$ cat config.mk
export PLATFORM = sky130hd
export DESIGN_NAME = ffup_top
export DESIGN_NICKNAME = d
export VERILOG_FILES = /design/src/rtl/ffup_pkg.sv /design/src/rtl/ffup_exp_check.sv /design/src/rtl/ffup_top.sv
export SDC_FILE = /design/constraint.sdc
export NUM_CORES = 1
export LEC_CHECK = 0
export BUFFER_PORTS_ARGS = -buffer_cell sky130_fd_sc_hd__clkbuf_2
export CORE_MARGIN = 5
export CORE_UTILIZATION = 50
export CTS_CLUSTER_DIAMETER = 120
export DETAILED_ROUTE_END_ITERATION = 16
export PLACE_DENSITY = 0.89
export SYNTH_ARGS = -nofsm -noshare
export SYNTH_HDL_FRONTEND = slang
export SYNTH_SLANG_ARGS = --single-unit
$ cat constraint.sdc
create_clock -name ref_clk -period 10.4 [get_ports ref_clk]
set_input_delay 2.08 -clock ref_clk [delete_from_list [all_inputs] [get_ports ref_clk]]
set_output_delay 2.08 -clock ref_clk [all_outputs]
set_load 0.005 [all_outputs]
$ cat src/rtl/ffup_pkg.sv
// constants for the floating word unpack and pack unit
package ffup_pkg;
	// ----------------------------------------
	// field widths
	// ----------------------------------------
	localparam int SP_MANT_W = 22;
	localparam int DP_MANT_W = 54;
	localparam int EXP_W = 9;
	localparam int MANT_W = 55; // hidden one plus double fraction
	localparam int TEXP_W = 11; // signed true exponent on the pack side

	// ----------------------------------------
	// field positions
	// ----------------------------------------
	localparam int SP_SIGN_BIT = 31;
	localparam int DP_SIGN_BIT = 63;
	localparam int SP_EXP_LSB = 22;
	localparam int DP_EXP_LSB = 54;
	localparam int SP_EXP_MSB = 30;
	localparam int DP_EXP_MSB = 62;

	// ----------------------------------------
	// exponent coding
	// ----------------------------------------
	localparam logic [EXP_W-1:0] EXP_ZERO_CODE = 9'h000;
	localparam logic [EXP_W-1:0] EXP_SAT_CODE = 9'h1ff;
	localparam logic [9:0] EXP_BIAS10 = 10'h100;
	localparam logic signed [TEXP_W-1:0] EXP_BIAS = 11'sh100;
	localparam logic signed [TEXP_W-1:0] EXP_TRUE_MAX = 11'sh0ff;
	localparam logic signed [TEXP_W-1:0] EXP_TRUE_MIN = -11'sh0ff;

	// ----------------------------------------
	// values after reset and latency
	// ----------------------------------------
	localparam logic [63:0] WORD_RST = 64'h0;
	localparam logic [MANT_W-1:0] MANT_RST = 55'h0;
	localparam int LATENCY_CYC = 1;
endpackage : ffup_pkg

$ cat src/rtl/ffup_exp_check.sv
// exponent range check and bias for the pack path
`timescale 1ns/1ps
module ffup_exp_check (
	input wire logic signed [ffup_pkg::TEXP_W-1:0] trueExp,
	output logic [ffup_pkg::EXP_W-1:0] biasedExp,
	output logic overflow,
	output logic underflow
);
	import ffup_pkg::*;

	logic signed [TEXP_W-1:0] sumExp;

	// ----------------------------------------
	// bias and range
	// ----------------------------------------
	// RULE_06 bias added
	assign sumExp = trueExp + EXP_BIAS;
	assign biasedExp = sumExp[EXP_W-1:0];
	// RULE_10 range limits
	assign overflow = (trueExp > EXP_TRUE_MAX);
	assign underflow = (trueExp < EXP_TRUE_MIN);
endmodule : ffup_exp_check

$ cat src/rtl/ffup_top.sv
// floating word unpack and pack unit, one cycle per direction
`timescale 1ns/1ps
// Overview of operation
// RULE_01 - Single words carry a 22-bit stored mantissa and double words a 54-bit one.
// RULE_02 - The exponent field is 9 bits wide in both formats.
// RULE_03 - The sign comes from bit 31 of a single word and bit 63 of a double word.
// RULE_04 - The mantissa is a fraction whose normalized top bit is one, so it lies in [1/2, 1).
// RULE_05 - Stored words omit the leading one, which unpack inserts and pack strips.
// RULE_06 - The stored exponent is the true exponent plus 256, so code 0x100 means zero.
// RULE_07 - Usable true exponents run from -255 to +255, codes 0x001 to 0x1ff.
// RULE_08 - An all-zero exponent field makes the whole operand zero regardless of other bits.
// RULE_09 - Zero is packed as a word with every bit cleared.
// RULE_10 - Pack flags overflow above +255 and underflow below -255.
// RULE_11 - Single words hold exponent 30:22 and mantissa 21:0; double words exponent 62:54.
module ffup_top (
	input wire logic ref_clk,
	input wire logic reset,
	input wire logic unpackValid,
	input wire logic unpackDouble,
	input wire logic [63:0] unpackWord,
	output logic unpValid,
	output logic unpSign,
	output logic [ffup_pkg::EXP_W-1:0] unpExp,
	output logic [9:0] unpTrueExp,
	output logic [ffup_pkg::MANT_W-1:0] unpMant,
	output logic unpZero,
	input wire logic packValid,
	input wire logic packDouble,
	input wire logic packSign,
	input wire logic signed [ffup_pkg::TEXP_W-1:0] packTrueExp,
	input wire logic [ffup_pkg::MANT_W-1:0] packMant,
	output logic packDone,
	output logic [63:0] packWord,
	output logic packZero,
	output logic packOverflow,
	output logic packUnderflow
);
	import ffup_pkg::*;

	typedef struct packed {
		logic uValid;
		logic uSign;
		logic [EXP_W-1:0] uExp;
		logic [9:0] uTrue;
		logic [MANT_W-1:0] uMant;
		logic uZero;
		logic pDone;
		logic [63:0] pWord;
		logic pZero;
		logic pOver;
		logic pUnder;
	} ffup_state_t;

	localparam ffup_state_t STATE_RST = '{
		uValid: 1'b0, uSign: 1'b0, uExp: EXP_ZERO_CODE, uTrue: 10'h0,
		uMant: MANT_RST, uZero: 1'b0, pDone: 1'b0, pWord: WORD_RST,
		pZero: 1'b0, pOver: 1'b0, pUnder: 1'b0};

	ffup_state_t state_reg;
	ffup_state_t state_next;
	logic [EXP_W-1:0] packBiased;
	logic expOver;
	logic expUnder;
	logic [EXP_W-1:0] inExp;
	logic [DP_MANT_W-1:0] inFrac;
	logic inSign;
	logic [DP_MANT_W-1:0] packFrac;

	// ----------------------------------------
	// pack exponent check
	// ----------------------------------------
	ffup_exp_check u_exp_check (
		.trueExp(packTrueExp),
		.biasedExp(packBiased),
		.overflow(expOver),
		.underflow(expUnder)
	);

	assign packFrac = packMant[DP_MANT_W-1:0];

	// field split of the incoming stored word
	always_comb begin
		// RULE_11 field positions
		if (unpackDouble) begin
			// RULE_03 double sign bit
			inSign = unpackWord[DP_SIGN_BIT];
			// RULE_02 nine bit exponent
			inExp = unpackWord[DP_EXP_MSB:DP_EXP_LSB];
			// RULE_01 double mantissa width
			inFrac = unpackWord[DP_MANT_W-1:0];
		end else begin
			// RULE_03 single sign bit
			inSign = unpackWord[SP_SIGN_BIT];
			inExp = unpackWord[SP_EXP_MSB:SP_EXP_LSB];
			// RULE_01 single mantissa left aligned
			inFrac = {unpackWord[SP_MANT_W-1:0], 32'h0};
		end
	end

	// ----------------------------------------
	// next state
	// ----------------------------------------
	always_comb begin
		state_next = state_reg;
		state_next.uValid = unpackValid;
		state_next.pDone = packValid;
		// unpack path
		if (unpackValid) begin
			if (inExp == EXP_ZERO_CODE) begin
				// RULE_08 zero exponent forces zero
				state_next.uSign = 1'b0;
				state_next.uExp = EXP_ZERO_CODE;
				state_next.uTrue = 10'h0;
				state_next.uMant = MANT_RST;
				state_next.uZero = 1'b1;
			end else begin
				state_next.uSign = inSign;
				state_next.uExp = inExp;
				// RULE_06 remove bias
				// RULE_07 codes 001 to 1ff give -255 to +255
				state_next.uTrue = {1'b0, inExp} - EXP_BIAS10;
				// RULE_04 normalized fraction, top bit one
				// RULE_05 insert hidden one
				state_next.uMant = {1'b1, inFrac};
				state_next.uZero = 1'b0;
			end
		end
		// pack path
		if (packValid) begin
			state_next.pOver = expOver;
			state_next.pUnder = expUnder;
			state_next.pZero = 1'b0;
			if (!packMant[MANT_W-1] || expUnder) begin
				// RULE_09 zero word all bits clear
				state_next.pWord = WORD_RST;
				state_next.pZero = 1'b1;
			end else if (expOver) begin
				// saturate at largest magnitude, keep sign
				if (packDouble) begin
					state_next.pWord = {packSign, EXP_SAT_CODE, {DP_MANT_W{1'b1}}};
				end else begin
					state_next.pWord = {32'h0, packSign, EXP_SAT_CODE, {SP_MANT_W{1'b1}}};
				end
			end else if (packDouble) begin
				// RULE_05 strip hidden one
				// RULE_11 double layout
				state_next.pWord = {packSign, packBiased, packFrac};
			end else begin
				// RULE_11 single layout, upper half clear
				state_next.pWord = {32'h0, packSign, packBiased,
					packFrac[DP_MANT_W-1 -: SP_MANT_W]};
			end
		end
	end

	// ----------------------------------------
	// state register
	// ----------------------------------------
	always_ff @(posedge ref_clk or posedge reset) begin
		if (reset) begin
			state_reg <= STATE_RST;
		end else begin
			state_reg <= state_next;
		end
	end

	// outputs straight from the state register
	assign unpValid = state_reg.uValid;
	assign unpSign = state_reg.uSign;
	assign unpExp = state_reg.uExp;
	assign unpTrueExp = state_reg.uTrue;
	assign unpMant = state_reg.uMant;
	assign unpZero = state_reg.uZero;
	assign packDone = state_reg.pDone;
	assign packWord = state_reg.pWord;
	assign packZero = state_reg.pZero;
	assign packOverflow = state_reg.pOver;
	assign packUnderflow = state_reg.pUnder;

	// ----------------------------------------
	// checks
	// ----------------------------------------
	// RULE_08 zero operand check
	a_unpack_zero_op: assert property ( // RULE_08
		@(posedge ref_clk) disable iff (reset)
		unpackValid && !unpackDouble && unpackWord[SP_EXP_MSB:SP_EXP_LSB] == EXP_ZERO_CODE
		|=> unpZero && unpMant == MANT_RST && !unpSign)
		else $error("zero exponent did not give a zero operand");

	// RULE_05 hidden one present
	a_hidden_one: assert property ( // RULE_05
		@(posedge ref_clk) disable iff (reset)
		unpValid && !unpZero |-> unpMant[MANT_W-1] && unpExp != EXP_ZERO_CODE)
		else $error("unpacked mantissa lacks the leading one");

	// RULE_03 single sign source
	a_sign_single: assert property ( // RULE_03
		@(posedge ref_clk) disable iff (reset)
		unpackValid && !unpackDouble && unpackWord[SP_EXP_MSB:SP_EXP_LSB] != EXP_ZERO_CODE
		|=> unpSign == $past(unpackWord[SP_SIGN_BIT]))
		else $error("single sign not taken from bit 31");

	// RULE_03 double sign source
	a_sign_double: assert property ( // RULE_03
		@(posedge ref_clk) disable iff (reset)
		unpackValid && unpackDouble && unpackWord[DP_EXP_MSB:DP_EXP_LSB] != EXP_ZERO_CODE
		|=> unpSign == $past(unpackWord[DP_SIGN_BIT]))
		else $error("double sign not taken from bit 63");

	// RULE_06 bias code means zero
	a_bias_zero: assert property ( // RULE_06
		@(posedge ref_clk) disable iff (reset)
		unpackValid && unpackDouble && unpackWord[DP_EXP_MSB:DP_EXP_LSB] == 9'h100
		|=> unpTrueExp == 10'h0 && unpExp == 9'h100)
		else $error("exponent code 0x100 is not true zero");

	// RULE_10 overflow flag
	a_exp_overflow: assert property ( // RULE_10
		@(posedge ref_clk) disable iff (reset)
		packValid && packMant[MANT_W-1] && packTrueExp > 11'sh0ff
		|=> packOverflow && packDone && !packZero
		 && packWord[SP_EXP_MSB:SP_EXP_LSB] == EXP_SAT_CODE)
		else $error("overflow not flagged above +255");

	// RULE_10 underflow flag
	a_exp_underflow: assert property ( // RULE_10
		@(posedge ref_clk) disable iff (reset)
		packValid && packTrueExp < -11'sh0ff |=> packUnderflow && packWord == 64'h0)
		else $error("underflow not flagged below -255");

	// RULE_09 zero word
	a_zero_word: assert property ( // RULE_09
		@(posedge ref_clk) disable iff (reset)
		packValid && !packMant[MANT_W-1] |=> packZero && packDone && packWord == 64'h0)
		else $error("zero result is not an all clear word");

	// RULE_11 double layout
	a_double_layout: assert property ( // RULE_11
		@(posedge ref_clk) disable iff (reset)
		packValid && packDouble && packMant[MANT_W-1] && !expOver && !expUnder
		|=> packWord[DP_MANT_W-1:0] == $past(packFrac)
		 && packWord[DP_EXP_MSB:DP_EXP_LSB] == $past(packBiased))
		else $error("double word fields misplaced");

	// pack done follows each request one cycle later
	a_pack_pulse: assert property (
		@(posedge ref_clk) disable iff (reset)
		packValid |=> packDone ##1 (packDone == $past(packValid)))
		else $error("pack done does not follow request by one cycle");
endmodule : ffup_top

; ---- Word-level counts from Yosys, hierarchy flattened
; Cells that the tools add are included.
[totals]
ramBits = 0
rom_bits = 0
reg_bits = 145
latchBits = 0
memories = 0
[op_classes]
n_bitwise = 0
n_eq_ne = 0
n_div = 0
reduce_logical = 3
n_addsub = 2
n_lt_le_gt_ge = 2
n_mul = 0
muxes = 9
n_shift = 0
[op_table]
columns = op, n
row1 = two-way mux 64 bit, 4
row2 = two-way mux 76 bit, 1
row3 = two-way mux 54 bit, 1
row4 = "greater-than comparator 11 x 9 -> 1 bit, second input constant", 1
row5 = "less-than comparator 11 x 9 -> 1 bit, second input constant", 1
row6 = "subtractor 9 x 9 -> 10 bit, second input constant", 1
row7 = "adder 9 bit, second input constant", 1
row8 = zero test 9 bit, 1
row9 = two-way mux 9 bit, 1
row10 = two-way mux 1 bit, 2
row11 = zero test 1 bit, 1
row12 = logical OR 1 bit, 1

; ---- Longest topological paths before layout
[logic_depth]
word_depth = 4
mapped_depth = 6
mapped_depth_nobuf = 4

; ---- By module
; A second synthesis with hierarchy kept.
[unflattened]
hier_cells = 520
hier_area_um2 = 6002.0
[by_module_without_submodules]
columns = mod, instances, area_each_um2, cells_each, seq_area_each_um2
row1 = ffup_top, 1, 5904.4, 504, 3403.3
row2 = ffup_exp_check, 1, 97.6, 16, 0.0

; ---- Worst setup path before layout
; No wires, ideal clock.
[synth_timing]
path_kind = input to register
from = input port unpackDouble
to = register state_reg (netlist bit unpMant[0])
setup_slack_ns = 6.676
t_arrival_ns = 3.603
n_path_buf = 2
t_required_ns = 10.279
path_stages = 6
path_cell_list = buf_6 -> or4_1 -> o22a_1 -> o311a_4 -> buf_6 -> a22o_1
[synth_between]
elab_chain_len = 3
word_cells_on_any_way = 4
[synth_rtl]
columns = item, line
row1 = start: declaration, ffup_top.sv:19  ; input wire logic unpackDouble,
row2 = two-way mux 9 bit, ffup_top.sv:84  ; if (unpackDouble) begin
row3 = zero test 9 bit, ffup_top.sv:109  ; if (inExp == EXP_ZERO_CODE) begin
row4 = two-way mux 76 bit *, ffup_top.sv:109
row5 = end signal: assignment, ffup_top.sv:163  ; state_reg <= state_next;
row6 = end: declaration, ffup_top.sv:59  ; ffup_state_t state_reg;
; Every way passes the cells marked *; elsewhere a longest branch is shown, timed or not.
; A chain may end at the register's enable or synchronous reset.

==> flow_metrics.py <==
metrics = {
    "floorplan": {
        "die_w_um": 119,
        "row_count": 39,
        "die-area_mm2": 0.0142,
        "fp.dieH_um": 119,
        "design.core.area_mm2": 0.0116,
        "initial_utilization_pct": 51.6,
        "pin_count": 282,
    },
    "global_route": {
        "grt-ovfl-total": 0,
        "grt_max_degree": 79,
        "grt_pass1_vias": 5710,
        "grt_use_total_pct": 26.1,
        "antenna_found_initial": 0,
        "grt_pass1_wl_um": 29700,
    },
    "sta": {
        "hold_violations": 0,
        "fmax_mhz": 241,
        "finalMaxSlewViolations": 0,
        "fin_skew_ns": 0,
        "rsz0062_at_grt": "no",
        "tightest_slew_ns": 1.30,
        "finalHoldWorstSlack_ns": 0.488,
        "max-slew-margin-rel_pct": 13.2,
        "finalSetupViolCount": 0,
        "period_share_pct": 40.0,
        "final.min_clock_period_ns": 4.16,
        "tns_ns": 0,
        "setup_ws_ns": 6.24,
    },
    "worst_setup_path": {
        "crit_slowest_cell": "a211oi_4",
        "cp_max_fo": 66,
        "crit_required_ns": 10.62,
        "rrSetupSlack_ns": 9.54,
        "arrival_ns": 4.38,
        "crit_chain": "clkbuf_2 -> buf_4 -> inv_2 -> a211oi_4 -> a311oi_1",
        "startpoint_type": "primary input",
        "max_stage_delay_ns": 1.10,
        "crit_type": "in -> reg",
        "end_kind": "register",
    },
    "synthesis": {
        "yosysSeqAreaShare_pct": 57.0,
        "async_reset_ff_share_pct": 100,
        "syn-cell-area_mm2": 0.00597,
        "synth_edf_count": 0,
        "yosys-top-cells-count": "136 x dfrtp_1, 99 x nor2_1, 62 x mux2i_1, 36 x clkbuf_1, 33 x o2bb2ai_1",
        "syn-num-nets": 654,
        "netlist_instances": 517,
        "synth-simple-area-share_pct": 7.78,
        "yosysTopAreaCell": "dfrtp_1",
        "synth_adder_area_share_pct": 0,
        "synth_top_family_by_area": "compound AO/OA/AOI/OAI gates",
        "synth_most_common_cell": "dfrtp_1",
        "yosys_warnings": 0,
        "synth_mux_area_share_pct": 10.6,
        "synth_top_area_share_pct": 57.0,
        "synth_cell_types": 37,
        "ys_ff_latch": 136,
        "syn_avg_cell_area_um2": 11.5,
        "ys.flop_type": "dfrtp_1",
        "synthTopCellsByArea": "dfrtp_1 57%, mux2i_1 10%, nor2_1 6.2%",
        "synth_xor_area_share_pct": 0,
        "synth_compound_area_share_pct": 19.6,
    },
    "finish": {
        "fill_cells": 766,
        "syn_to_final_growth_pct": 33.8,
        "nets": 906,
        "layout-drive-gt1-share_pct": 42.1,
        "antennaDiodeCount": 0,
        "fin_util_pct": 69.0,
        "instances_no_fill": 925,
        "final_cell_area_mm2": 0.00798,
    },
    "clock_network": {
        "postCtsResizedCells": 0,
        "post-cts-setup-buffers": 0,
        "clock_path_buffers": 2,
        "clk_pin_slew_ns": 0.06,
        "cts_root_buf": "clkbuf_16",
        "cts_made_buffers": 17,
        "clk_latency_ns": 0.40,
        "h-tree-depth": 4,
        "cts_sinks": 136,
        "ctsHoldBuffers": 0,
        "tritoncts": "yes",
    },
    "run_status": {
        "outcome": "finished clean",
    },
    "hold_path": {
        "hold_class": "reg -> reg",
    },
    "detailed_routing": {
        "vias_per_cell": 5.91,
        "via_count": 5466,
        "drc_errors": 0,
        "drtIter0Drc": 583,
        "wl_per_cell_um": 20.2,
        "detail-route-antenna-nets": 0,
        "first_pass_iters": 5,
        "drt-total-wl_um": 18700,
    },
    "power": {
        "p_total_mw": 1.46,
        "p_per_area_mw_per_mm2": 182,
        "vdd_ir_drop_max_mv": 0.130,
        "p_leak_nw": 4.14,
    },
    "placed_design": {
        "io_buffers": 281,
        "dp_cells": 893,
        "post_dp_cell_area_mm2": 0.00736,
        "pre_cts_slack_ns": 5.91,
        "routabilityCongestion": 0.909,
        "dp_hpwl_um": 13500,
    },
    "job": {
        "maxCapViolCount": 0,
    },
}
[kinds of logic (layout without fill, tap and decap cells)]
kind of cell	count (synthesis)	count (layout)
multiplexers	63	63
AND/OR/NAND/NOR	115	115
AO/OA/AOI/OAI	142	142
flip-flops	136	136
buffers and inverters	61	326
[flip-flops by register name, summed over array words and instances, names as in the netlist]
signal and flops:
packZero 1, unpValid 1, packDone 1, unpZero 1, packUnderflow 1, unpExp 9
packWord 64, unpMant 55, unpSign 1, packOverflow 1, unpTrueExp 1
[cell usage in the layout (no fill, tap or decap), drive strengths merged, types with 2 or more instances in the layout]
cell,instances
a211oi,25
a21o,2
a21oi,9
a22o,32
a311oi,30
buf,7
bufinv,4
clkbuf,300
clkinv,9
dfrtp,136
inv,5
mux2i,62
nand2,5
nor2,99
nor3,3
nor4,3
o21ai,3
o2bb2ai,33
[critical path: cells and delay by family]
family / cells / cell delay (ns)
AO/OA/AOI/OAI: 2 / 1.23
buffers and inverters: 3 / 1.05
[final timing paths]
path / from / to / depth (start not counted)
worst max-delay path: packValid / packWord[18] / 5
worst min-delay path: unpExp[8] / unpExp[8] / 1
worst max register to register: packWord[13] / packWord[13] / 2
worst min register to register: unpExp[8] / unpExp[8] / 1
max in group asynchronous: reset / packWord[15] / 3
min in group asynchronous: reset / unpExp[4] / 2
[cell type report]
class / count / area (um^2) / area share, %
clock inverters: 13 / 175 / 2.19
well taps: 143 / 179 / 2.24
repair buffers: 288 / 1460 / 18.3
multi-input cells: 320 / 2290 / 28.7
clock buffers: 19 / 453 / 5.67
flip-flops and latches: 136 / 3400 / 42.6
inverters: 6 / 25.0 / 0.313
[layer usage]
metal	vias to the layer above	GRT usage [%]	wire [um]
met5	-	0	0
met4	0	11.2	526
met3	42	7.77	1640
met2	350	42.6	9210
met1	2657	32.3	7350
li1	2417	-	-
[power breakdown]
part	leakage, nW	total [mW]	internal (mW)	switching (mW)
Clock	0.313	0.639	0.412	0.227
Combinational	2.13	0.208	0.0952	0.113
Sequential	1.69	0.608	0.576	0.0321
No activity file was read; power rests on OpenSTA's default activity.
